## src/spb_pkg.sv

```systemverilog
// constants and types shared by the pass-through exchange buffer block
// Contract
// - enable bit runs and reports pass-through mode
// - password protection guards buffer when enabled
// - 64-byte volatile buffer carries data across
// - buffer sits at top of sector 0
// - same procedure in both transfer directions
// - direction bit in session writable by host only
// - both sides may write default direction config
// - no memory lock while buffer fills
// - enable only from host, both supplies present
// - mode clears when either side loses power
// - fast write fills whole buffer at once
// - unmapped last-sector pages answer NAK
// - buffer appears at pages f0h to ffh
// - terminator page ffh hands over ownership
// - mirror and pass-through never both active
package spb_pkg;
  localparam int BUF_WORDS = 16;
  localparam int FIFO_DEPTH = 8;
  localparam int DATA_W = 32;
  localparam int ADDR_W = 8;
  localparam logic [7:0] REG_SESSION = 8'h00;
  localparam logic [7:0] REG_CONFIG = 8'h04;
  localparam logic [7:0] REG_STATUS = 8'h08;
  localparam logic [1:0] BUF_SEL = 2'h1;
  localparam int SESS_PT = 0;
  localparam int SESS_DIR = 1;
  localparam int SESS_MIRROR = 2;
  localparam int SESS_PROT = 3;
  localparam int SESS_AUTH_EN = 4;
  localparam int CFG_DIR = 0;
  localparam int STAT_OWNER_HOST = 0;
  localparam int STAT_FIELD = 1;
  localparam int STAT_VCC = 2;
  localparam int STAT_FILLING = 3;
  localparam int STAT_PT = 4;
  localparam logic CONFIG_DIR_RST = 1'h0;
  localparam logic DIR_NFC_TO_HOST = 1'h1;
  localparam logic OWNER_HOST = 1'h1;
  localparam logic [3:0] PAGE_BUF_HI = 4'hf;
  localparam logic [3:0] PAGE_TERM = 4'hf;
  localparam logic [3:0] PAGE_FIRST = 4'h0;
  localparam logic [7:0] PAGE_SESS0 = 8'hf8;
  localparam logic [7:0] PAGE_SESS1 = 8'hf9;
  localparam logic [7:0] PAGE_BAD0 = 8'hea;
  localparam logic [7:0] PAGE_BAD1 = 8'heb;
  localparam logic [7:0] PAGE_BAD2 = 8'hee;
  localparam logic [7:0] PAGE_BAD3 = 8'hef;
  localparam logic [1:0] SECT_MAIN = 2'h0;
  localparam logic [1:0] SECT_EXT = 2'h1;
  localparam logic [1:0] SECT_SESS = 2'h3;
  localparam logic [1:0] RESP_OKAY = 2'h0;
  localparam logic [1:0] RESP_SLVERR = 2'h2;
  typedef enum logic [1:0] {
    ST_IDLE = 2'b00,
    ST_FILL = 2'b01,
    ST_DISCARD = 2'b10
  } spb_nfc_st_t;
endpackage

```

## src/spb_fifo.sv

```systemverilog
// small word fifo in front of the exchange buffer
`timescale 1ns/10ps
`default_nettype none
module spb_fifo
  import spb_pkg::*;
#(
  parameter int WIDTH = 32,
  parameter int DEPTH = 8
) (
  input wire logic aclk,
  input wire logic aresetn,
  input wire logic in_valid,
  output var logic in_ready,
  input wire logic [WIDTH-1:0] in_data,
  output var logic out_valid,
  input wire logic out_ready,
  output logic [WIDTH-1:0] out_data
);
  localparam int AW = $clog2(DEPTH);

  if (DEPTH < 2 || (1 << AW) != DEPTH || WIDTH < 1)
  begin : g_bad
    $error("fifo depth must be a power of two, at least 2");
  end

  logic [WIDTH-1:0] mem_q [DEPTH];
  logic [AW-1:0] wr_ptr_q;
  logic [AW-1:0] rd_ptr_q;
  logic [AW:0] count_q;
  logic [AW:0] count_d;
  wire push = in_valid & in_ready;
  wire pop = out_valid & out_ready;

  assign count_d = count_q + (AW+1)'(push) - (AW+1)'(pop);
  assign out_data = mem_q[rd_ptr_q];

  for (genvar i = 0; i < DEPTH; i++)
  begin : g_entry
    always_ff @(posedge aclk)
    begin
      if (push && wr_ptr_q == AW'(i))
        mem_q[i] <= in_data;
    end
  end

  // flags are registered so that neither side sees a combinational path
  always_ff @(posedge aclk)
  begin
    if (!aresetn)
    begin
      wr_ptr_q <= '0;
      rd_ptr_q <= '0;
      count_q <= '0;
      in_ready <= 1'b0;
      out_valid <= 1'b0;
    end
    else
    begin
      wr_ptr_q <= wr_ptr_q + AW'(push);
      rd_ptr_q <= rd_ptr_q + AW'(pop);
      count_q <= count_d;
      in_ready <= count_d != (AW+1)'(DEPTH);
      out_valid <= count_d != '0;
    end
  end
endmodule
`default_nettype wire

```

## src/spb_top.sv

```systemverilog
// pass-through exchange buffer shared by contactless side and wired host
`timescale 1ns/10ps
`default_nettype none
module spb_top
  import spb_pkg::*;
#(
  parameter bit LARGE_VARIANT = 1'b1
) (
  input wire logic aclk,
  input wire logic aresetn,
  input wire logic s_axi_awvalid,
  output var logic s_axi_awready,
  input wire logic [ADDR_W-1:0] s_axi_awaddr,
  input wire logic s_axi_wvalid,
  output var logic s_axi_wready,
  input wire logic [DATA_W-1:0] s_axi_wdata,
  input wire logic [3:0] s_axi_wstrb,
  output var logic s_axi_bvalid,
  input wire logic s_axi_bready,
  output var logic [1:0] s_axi_bresp,
  input wire logic s_axi_arvalid,
  output var logic s_axi_arready,
  input wire logic [ADDR_W-1:0] s_axi_araddr,
  output var logic s_axi_rvalid,
  input wire logic s_axi_rready,
  output var logic [DATA_W-1:0] s_axi_rdata,
  output var logic [1:0] s_axi_rresp,
  input wire logic field_present,
  input wire logic vcc_present,
  input wire logic nfc_req_valid,
  output var logic nfc_req_ready,
  input wire logic nfc_req_write,
  input wire logic nfc_req_fast,
  input wire logic [1:0] nfc_req_sector,
  input wire logic [7:0] nfc_req_page,
  input wire logic nfc_authenticated,
  input wire logic nfc_wvalid,
  output logic nfc_wready,
  input wire logic [DATA_W-1:0] nfc_wdata,
  input wire logic nfc_cfg_dir_wr,
  input wire logic nfc_cfg_dir,
  output var logic nfc_rsp_valid,
  output var logic nfc_rsp_ack,
  output var logic nfc_rsp_fwd,
  output var logic [DATA_W-1:0] nfc_rsp_data
);
  // power detect pins come from another domain: two flops each
  logic field_s1_q, field_s2_q, vcc_s1_q, vcc_s2_q;
  always_ff @(posedge aclk)
  begin
    field_s1_q <= field_present;
    field_s2_q <= field_s1_q;
    vcc_s1_q <= vcc_present;
    vcc_s2_q <= vcc_s1_q;
  end
  wire both_pwr = field_s2_q & vcc_s2_q;

  logic pt_q, dir_q, mirror_q, prot_q, auth_en_q, cfg_dir_q, owner_q, boot_q;
  logic [DATA_W-1:0] buf_q [BUF_WORDS];
  spb_nfc_st_t st_q, st_d;
  logic [3:0] idx_q, idx_d, left_q, left_d;

  // ---------------- register bus slave ----------------
  logic [ADDR_W-1:0] waddr_q, raddr_q;
  logic [DATA_W-1:0] wdata_q;
  logic [3:0] wstrb_q;
  wire aw_hs = s_axi_awvalid & s_axi_awready;
  wire w_hs = s_axi_wvalid & s_axi_wready;
  wire ar_hs = s_axi_arvalid & s_axi_arready;
  wire wr_go = !s_axi_awready & !s_axi_wready & !s_axi_bvalid;
  wire rd_go = !s_axi_arready & !s_axi_rvalid;
  wire w_sess = waddr_q == REG_SESSION;
  wire w_cfg = waddr_q == REG_CONFIG;
  wire w_stat = waddr_q == REG_STATUS;
  wire w_buf = waddr_q[7:6] == BUF_SEL;
  wire r_sess = raddr_q == REG_SESSION;
  wire r_cfg = raddr_q == REG_CONFIG;
  wire r_stat = raddr_q == REG_STATUS;
  wire r_buf = raddr_q[7:6] == BUF_SEL;
  wire [3:0] w_idx = waddr_q[5:2];
  wire [3:0] r_idx = raddr_q[5:2];
  wire [DATA_W-1:0] wmask = {{8{wstrb_q[3]}}, {8{wstrb_q[2]}}, {8{wstrb_q[1]}}, {8{wstrb_q[0]}}};

  // host touches the buffer only as owner and in its role
  wire host_wr_ok = pt_q & (owner_q == OWNER_HOST) & (dir_q != DIR_NFC_TO_HOST);
  wire host_rd_ok = pt_q & (owner_q == OWNER_HOST) & (dir_q == DIR_NFC_TO_HOST);
  wire host_buf_wr = wr_go & w_buf & host_wr_ok;
  wire host_buf_rd = rd_go & r_buf & host_rd_ok;
  wire w_err = !(w_sess | w_cfg | w_stat | (w_buf & host_wr_ok));
  wire r_err = !(r_sess | r_cfg | r_stat | (r_buf & host_rd_ok));
  wire sess_wr = wr_go & w_sess & wstrb_q[0];

  // session word reports the live mode bit
  wire [DATA_W-1:0] sess_word = DATA_W'({auth_en_q, prot_q, mirror_q, dir_q, pt_q});
  wire [DATA_W-1:0] stat_word = DATA_W'({pt_q, st_q == ST_FILL, vcc_s2_q, field_s2_q, owner_q});
  wire [DATA_W-1:0] rd_word = r_sess ? sess_word :
                              r_cfg ? DATA_W'(cfg_dir_q) :
                              r_stat ? stat_word :
                              (r_buf & host_rd_ok) ? buf_q[r_idx] : '0;

  always_ff @(posedge aclk)
  begin
    if (!aresetn)
    begin
      s_axi_awready <= 1'b1;
      s_axi_wready <= 1'b1;
      s_axi_bvalid <= 1'b0;
      s_axi_bresp <= RESP_OKAY;
      s_axi_arready <= 1'b1;
      s_axi_rvalid <= 1'b0;
      s_axi_rresp <= RESP_OKAY;
      s_axi_rdata <= '0;
      waddr_q <= '0;
      raddr_q <= '0;
      wdata_q <= '0;
      wstrb_q <= '0;
    end
    else
    begin
      if (aw_hs)
      begin
        waddr_q <= s_axi_awaddr;
        s_axi_awready <= 1'b0;
      end
      if (w_hs)
      begin
        wdata_q <= s_axi_wdata;
        wstrb_q <= s_axi_wstrb;
        s_axi_wready <= 1'b0;
      end
      if (wr_go)
      begin
        s_axi_bvalid <= 1'b1;
        s_axi_bresp <= w_err ? RESP_SLVERR : RESP_OKAY;
      end
      if (s_axi_bvalid && s_axi_bready)
      begin
        s_axi_bvalid <= 1'b0;
        s_axi_awready <= 1'b1;
        s_axi_wready <= 1'b1;
      end
      if (ar_hs)
      begin
        raddr_q <= s_axi_araddr;
        s_axi_arready <= 1'b0;
      end
      if (rd_go)
      begin
        s_axi_rvalid <= 1'b1;
        s_axi_rresp <= r_err ? RESP_SLVERR : RESP_OKAY;
        s_axi_rdata <= rd_word;
      end
      if (s_axi_rvalid && s_axi_rready)
      begin
        s_axi_rvalid <= 1'b0;
        s_axi_arready <= 1'b1;
      end
    end
  end

  // ---------------- session and mode control ----------------
  // a request for both modes keeps mirror and drops pass-through
  wire pt_req = wdata_q[SESS_PT] & !wdata_q[SESS_MIRROR];
  wire pt_d = !both_pwr ? 1'b0 : sess_wr ? pt_req : pt_q;
  wire mirror_d = sess_wr ? (wdata_q[SESS_MIRROR] & !pt_d) : (mirror_q & !pt_d);
  // only the host session write or the power-on load moves direction
  wire dir_d = boot_q ? cfg_dir_q : sess_wr ? wdata_q[SESS_DIR] : dir_q;
  wire cfg_host_wr = wr_go & w_cfg & wstrb_q[0];

  // ---------------- contactless side ----------------
  logic [DATA_W-1:0] f_data;
  logic f_valid, f_ready;
  wire nfc_take = nfc_req_valid & nfc_req_ready;
  wire [3:0] p_idx = nfc_req_page[3:0];
  wire sect_main = nfc_req_sector == SECT_MAIN;
  // buffer pages sit at the top of sector 0
  wire in_top = sect_main & (nfc_req_page[7:4] == PAGE_BUF_HI);
  // top sector-0 pages map onto the buffer only while the mode runs
  wire is_buf = in_top & pt_q;
  wire is_sess = (nfc_req_sector == SECT_SESS) & (nfc_req_page == PAGE_SESS0 | nfc_req_page == PAGE_SESS1);
  wire bad_main = sect_main & (nfc_req_page == PAGE_BAD0 | nfc_req_page == PAGE_BAD1 |
                  nfc_req_page == PAGE_BAD2 | nfc_req_page == PAGE_BAD3 | (in_top & !pt_q));
  wire is_fwd = (sect_main & !bad_main & !in_top) | (LARGE_VARIANT & (nfc_req_sector == SECT_EXT));
  // protected buffer needs a completed authentication
  wire prot_block = auth_en_q & prot_q & !nfc_authenticated;
  // contactless side owns the buffer only in its own role
  wire nfc_wr_ok = (owner_q != OWNER_HOST) & (dir_q == DIR_NFC_TO_HOST) & !prot_block;
  wire nfc_rd_ok = (owner_q != OWNER_HOST) & (dir_q != DIR_NFC_TO_HOST) & !prot_block;
  // fast write must start on the first page and covers all sixteen
  wire fast_ok = !nfc_req_fast | (p_idx == PAGE_FIRST);
  wire fill_ok = is_buf & nfc_wr_ok & fast_ok;
  wire [3:0] words_m1 = nfc_req_fast ? 4'hf : 4'h0;
  // filling waits only for a same-cycle host write, never a lock
  wire drain = (st_q == ST_FILL) & f_valid & !host_buf_wr;
  wire drop = (st_q == ST_DISCARD) & f_valid;
  assign f_ready = drain | drop;
  wire fill_last = drain & (left_q == 4'h0);
  wire nfc_rd_buf = nfc_take & !nfc_req_write & is_buf & nfc_rd_ok;

  logic rsp_v_d, rsp_ack_d, rsp_fwd_d;
  logic [DATA_W-1:0] rsp_data_d;
  always_comb
  begin
    st_d = st_q;
    idx_d = idx_q;
    left_d = left_q;
    rsp_v_d = 1'b0;
    rsp_ack_d = 1'b0;
    rsp_fwd_d = 1'b0;
    rsp_data_d = '0;
    if (st_q == ST_IDLE && nfc_take)
    begin
      rsp_v_d = 1'b1;
      if (is_fwd)
        rsp_fwd_d = 1'b1;
      else if (nfc_req_write)
      begin
        // session pages answer ack; their write leaves session bits alone
        rsp_ack_d = is_sess;
        rsp_v_d = !fill_ok;
        idx_d = p_idx;
        left_d = words_m1;
        st_d = fill_ok ? ST_FILL : (is_buf | is_sess) ? ST_DISCARD : ST_IDLE;
      end
      else if (is_sess)
      begin
        rsp_ack_d = 1'b1;
        rsp_data_d = (nfc_req_page == PAGE_SESS0) ? sess_word : stat_word;
      end
      else if (nfc_rd_buf)
      begin
        rsp_ack_d = 1'b1;
        rsp_data_d = buf_q[p_idx];
      end
    end
    else if (drain | drop)
    begin
      idx_d = idx_q + 4'h1;
      left_d = left_q - 4'h1;
      if (left_q == 4'h0)
      begin
        st_d = ST_IDLE;
        rsp_v_d = drain;
        rsp_ack_d = drain;
      end
    end
  end

  // terminator page passes ownership; same rule both ways
  wire to_host = (fill_last & (idx_q == PAGE_TERM)) | (nfc_rd_buf & (p_idx == PAGE_TERM));
  wire to_nfc = (host_buf_wr & (w_idx == PAGE_TERM)) | (host_buf_rd & (r_idx == PAGE_TERM));
  wire owner_d = (pt_d & !pt_q) | (dir_d != dir_q) ? (dir_d != DIR_NFC_TO_HOST) :
                 to_host ? OWNER_HOST : to_nfc ? !OWNER_HOST : owner_q;

  always_ff @(posedge aclk)
  begin
    if (!aresetn)
    begin
      boot_q <= 1'b1;
      pt_q <= 1'b0;
      dir_q <= CONFIG_DIR_RST;
      mirror_q <= 1'b0;
      prot_q <= 1'b0;
      auth_en_q <= 1'b0;
      cfg_dir_q <= CONFIG_DIR_RST;
      owner_q <= !OWNER_HOST;
      st_q <= ST_IDLE;
      idx_q <= '0;
      left_q <= '0;
      nfc_req_ready <= 1'b0;
      nfc_rsp_valid <= 1'b0;
      nfc_rsp_ack <= 1'b0;
      nfc_rsp_fwd <= 1'b0;
      nfc_rsp_data <= '0;
    end
    else
    begin
      boot_q <= 1'b0;
      // enable taken from a host write with both supplies up
      // loss of either supply drops the mode
      pt_q <= pt_d;
      mirror_q <= mirror_d;
      dir_q <= dir_d;
      if (sess_wr)
      begin
        prot_q <= wdata_q[SESS_PROT];
        auth_en_q <= wdata_q[SESS_AUTH_EN];
      end
      // either side may set the power-on default direction
      if (cfg_host_wr)
        cfg_dir_q <= wdata_q[CFG_DIR];
      else if (nfc_cfg_dir_wr)
        cfg_dir_q <= nfc_cfg_dir;
      owner_q <= owner_d;
      st_q <= st_d;
      idx_q <= idx_d;
      left_q <= left_d;
      nfc_req_ready <= st_d == ST_IDLE;
      nfc_rsp_valid <= rsp_v_d;
      nfc_rsp_ack <= rsp_ack_d;
      nfc_rsp_fwd <= rsp_fwd_d;
      nfc_rsp_data <= rsp_data_d;
    end
  end

  // sixteen words of volatile storage, no reset, lost with power
  for (genvar i = 0; i < BUF_WORDS; i++)
  begin : g_word
    always_ff @(posedge aclk)
    begin
      if (drain && idx_q == 4'(i))
        buf_q[i] <= f_data;
      else if (host_buf_wr && w_idx == 4'(i))
        buf_q[i] <= (buf_q[i] & ~wmask) | (wdata_q & wmask);
    end
  end

  // the fifo lets the contactless side stream a fast write without stalls
  spb_fifo #(
    .WIDTH(DATA_W),
    .DEPTH(FIFO_DEPTH)
  ) u_fifo (
    .aclk(aclk),
    .aresetn(aresetn),
    .in_valid(nfc_wvalid),
    .in_ready(nfc_wready),
    .in_data(nfc_wdata),
    .out_valid(f_valid),
    .out_ready(f_ready),
    .out_data(f_data)
  );
endmodule
`default_nettype wire

```

## config.mk

```make
export PLATFORM = sky130hd
export DESIGN_NAME = spb_top
export DESIGN_NICKNAME = d
export VERILOG_FILES = /design/src/spb_pkg.sv /design/src/spb_fifo.sv /design/src/spb_top.sv
export SDC_FILE = /design/constraint.sdc
export NUM_CORES = 2
export LEC_CHECK = 0
export BUFFER_PORTS_ARGS = -buffer_cell sky130_fd_sc_hd__clkbuf_2
export CORE_MARGIN = 5
export CORE_UTILIZATION = 56
export DETAILED_ROUTE_END_ITERATION = 10
export MAX_ROUTING_LAYER = met4
export PLACE_DENSITY = 0.76
export SETUP_SLACK_MARGIN = 0.3
export SYNTH_ARGS = -nofsm -noshare
export SYNTH_HDL_FRONTEND = slang
export SYNTH_SLANG_ARGS = --single-unit
export TNS_END_PERCENT = 30
```

## constraint.sdc

```tcl
create_clock -name aclk -period 3.7 [get_ports aclk]
set_input_delay 0.74 -clock aclk [delete_from_list [all_inputs] [get_ports aclk]]
set_output_delay 0.74 -clock aclk [all_outputs]
set_load 0.005 [all_outputs]
```

==> summary.txt <==
Status
  • Outcome: finished, final reports clean

Synthesis
  • EDFF count, synth: 768
  • Dominant synthesized flop cell: edfxtp_1
  • Async S/R FF share, synth: 0%
  • Mean Syn Cell Area: 13.0 um2
  • Post-synthesis cell count: 3453
  • Count of state elements after synthesis: 933
  • Synthesized cell area: 45100 um2
  • Seq/Total Area, Yosys: 58.5%
  • Post-synthesis cell type count: 62
  • Ys Warns: 0

Clock tree
  • TritonCTS Buffers: 95
  • Later-pin clock latency in the skew report: 0.66 ns
  • Sink Count: 933
  • CTS root buf: clkbuf_16
  • Clock transition at path regs: 0.06 ns
  • H-tree Lvls: 3
  • CTS tree: built
  • Max clock buf depth: 3

Layout
  • Finished Core Util: 62.8%
  • Storage cell area: 26400 um2
  • Share of post-route cells with drive strength above 1: 25.1%
  • Multi-input combinational cell area: 17300 um2
  • Final non-filler cell total: 4662
  • Synth-to-Final Area Change: 11.7%
  • Fill cells: 5849
  • Count of nets after finishing: 3641

Setup path
  • Critical path data arrival time: 3.77 ns
  • Worst endpoint required time: 4.22 ns
  • Slowest-stage cell, CP: or4_1
  • End of the worst register-to-register path: u_fifo.out_valid$_SDFF_PN0_
  • Setup slack, reg-to-reg: 0.45 ns
  • Startpoint Class: flop
  • Critical path endpoint: u_fifo.out_valid$_SDFF_PN0_
  • Crit. End Element: flop
  • Slowest stage delay, CP: 0.61 ns
  • CP dominant cell by count: inv_1
  • Cell Chain, Critical Path: or4_1 > o21ai_0 > a21bo_2 > inv_1 > ha_1 > inv_1 > ha_1 > inv_1 > fa_1 > xnor2_1 > nor3b_1 > nor2b_1 > nor2_1
  • RR Startpoint: waddr_q[7]$_SDFFE_PN0P_
  • Worst r2r path cells: 13
  • Worst Path Max Fanout: 6
  • CP Launch Point: waddr_q[7]$_SDFFE_PN0P_
  • Crit path kind: reg -> reg

STA
  • Final Slew Violations: 0
  • Final worst slack: 0.452 ns
  • Worst hold slack: 0.199 ns
  • Fmax: 308 MHz
  • RSZ-0062 raised after global routing: false
  • Final period util: 87.8%
  • Clock period minus worst slack: 3.25 ns
  • Clock skew: 0.0266 ns
  • Final hold violations: 0
  • Worst Tran Pin Value: 1.22 ns
  • Setup violators final: 0
  • Post-route setup TNS: 0 ns
  • Max-slew headroom: 18.5%

Die
  • Core Area: 80200 um2
  • Ports: 188
  • Row cnt: 104
  • Die ar.: 86200 um2
  • Die Wd: 294 um
  • Initial Util: 56.2%
  • Chip Height: 294 um

Place
  • PortBufs: 185
  • Placed insts: 4478
  • GP Congestion: 0.918
  • Pre-CTS setup slack: 0.441 ns
  • Final HPWL DP: 84000 um

GRT
  • Global-route wire length before repair: 196000 um
  • Initial antenna violation count: 2
  • GR Util All Layers: 31.2%
  • Vias in the first global route: 30800
  • Met3 Usage GRT: 6.87%
  • Grt met2 use: 47.6%
  • Met1 usage: 40.9%
  • Most Crowded Layer GR: met2
  • GRT overflow: 0
  • Largest net degree at the start of global routing: 91

Power and ir drop
  • Max rail drop VDD: 0.465 mV
  • PwrDens: 496 nW/um2
  • Static Leak: 0.0171 uW

Routing
  • Final WL: 131000 um
  • ANT nets after route: 0
  • Vias: 31100
  • TritonRoute pass-1 iters: 7
  • Initial DRC count: 4856
  • WL/cell: 28.2 um
  • Vias per cell: 6.67
  • Drt drc: 0

Worst hold path
  • Hold Crit Depth: 1
  • Hold/Removal Path Class: in -> reg

Job
  • Max Cap Viol: 0
cells by family after synthesis:
family / share of synthesized area, %
adder cells (fa/ha/maj): 0.378
other: 0.00832
multiplexers: 20.3
AO/OA/AOI/OAI: 7.76
AND/OR/NAND/NOR: 9.37
buffers and inverters: 3.54
flip-flops: 58.5
XOR/XNOR: 0.117
layer usage:
layer  part of all wire, %  vias up
met5                     0        -
met3                    12      448
met2                    47     2396
li1                      -    13100
met1                    35    15100
met4                   5.3        0
synth_stat cells (all sizes together), types with 21 or more instances:
master / n / area share (%)
edfxtp: 768 / 51
clkbuf: 185 / 1.5
nand2: 337 / 2.8
nor2: 531 / 4.5
dfxtp: 165 / 7.3
mux4: 380 / 19
nand3: 27 / 0.30
buf: 137 / 1.5
a21oi: 551 / 6.1
mux2: 34 / 0.85
mux2i: 21 / 0.47
nor2b: 32 / 0.44
o21ai: 83 / 0.92
inv: 56 / 0.47
worst min-delay path by stage:
| stage | from | to | slack [ns] |
|---|---|---|---|
| floorplan | field_s1_q$_DFF_P_ | field_s2_q$_DFF_P_ | 0.31 |
| global placement | field_s1_q$_DFF_P_ | field_s2_q$_DFF_P_ | 0.31 |
| detailed placement | vcc_s1_q$_DFF_P_ | vcc_s2_q$_DFF_P_ | 0.32 |
| CTS | vcc_present | vcc_s1_q$_DFF_P_ | 0.18 |
| global route | vcc_present | vcc_s1_q$_DFF_P_ | 0.19 |
| finish | vcc_present | vcc_s1_q$_DFF_P_ | 0.20 |
per-stage QoR:
stage / total power, uW / area [um2]
2_1_floorplan: 14200 / 45100
3_3_place_gp: 14900 / 47000
3_5_place_dp: 15000 / 47000
4_1_cts: 24900 / 50300
5_1_grt: 25800 / 50300
6_report: 24900 / 50300
cells in the final DEF (no fill, tap or decap), drive strengths merged, types with 3 or more instances in the layout:
cell type	instances
clkinvlp	8
mux2	34
nand4b	3
mux4	380
nor4	5
clkinv	29
mux2i	21
dfxtp	165
nor2b	32
inv	58
or2	3
a31oi	5
bufinv	12
o221a	3
a21o	5
o21ai	83
nor3	13
nand4	9
nor4b	3
nand2	337
clkbuf	311
a21oi	551
edfxtp	768
a211oi	4
ha	12
buf	106
nor2	531
nand2b	10
and2	14
xnor2	6
nor3b	12
o22ai	9
nand3	27
final cells by class:
type                    count  share of cell area, %
repair buffers            289                   3.72
multi-input cells        2143                   34.3
well taps                1060                   2.64
clock buffers             128                   5.32
inverters                  56                  0.420
clock inverters            51                   1.18
diodes                      2                0.00995
flip-flops and latches    933                   52.4
where the power goes:
| group | internal [uW] | switching (uW) | total (uW) |
|---|---|---|---|
| registers | 11800 | 164 | 12000 |
| clock network | 5920 | 4130 | 10100 |
| logic | 1210 | 1730 | 2940 |
| total | 18900 | 6020 | 24900 |
worst max-delay path: cells and delay by family, from the launching register on:
family                   cells  cell delay, ns
AND/OR/NAND/NOR              4            1.05
adder cells (fa/ha/maj)      3            0.82
XOR/XNOR                     1            0.14
flip-flops                   1            0.35
buffers and inverters        3            0.22
AO/OA/AOI/OAI                2            0.52
repair_timing:
action                                  4_1_cts  5_1_grt
endpoints found under the setup margin        0        1
gates resized for setup                       0        0
setup buffers                                 0        3
hold buffers                                  0        0
Note: power is estimated with default switching activity, not from simulation.
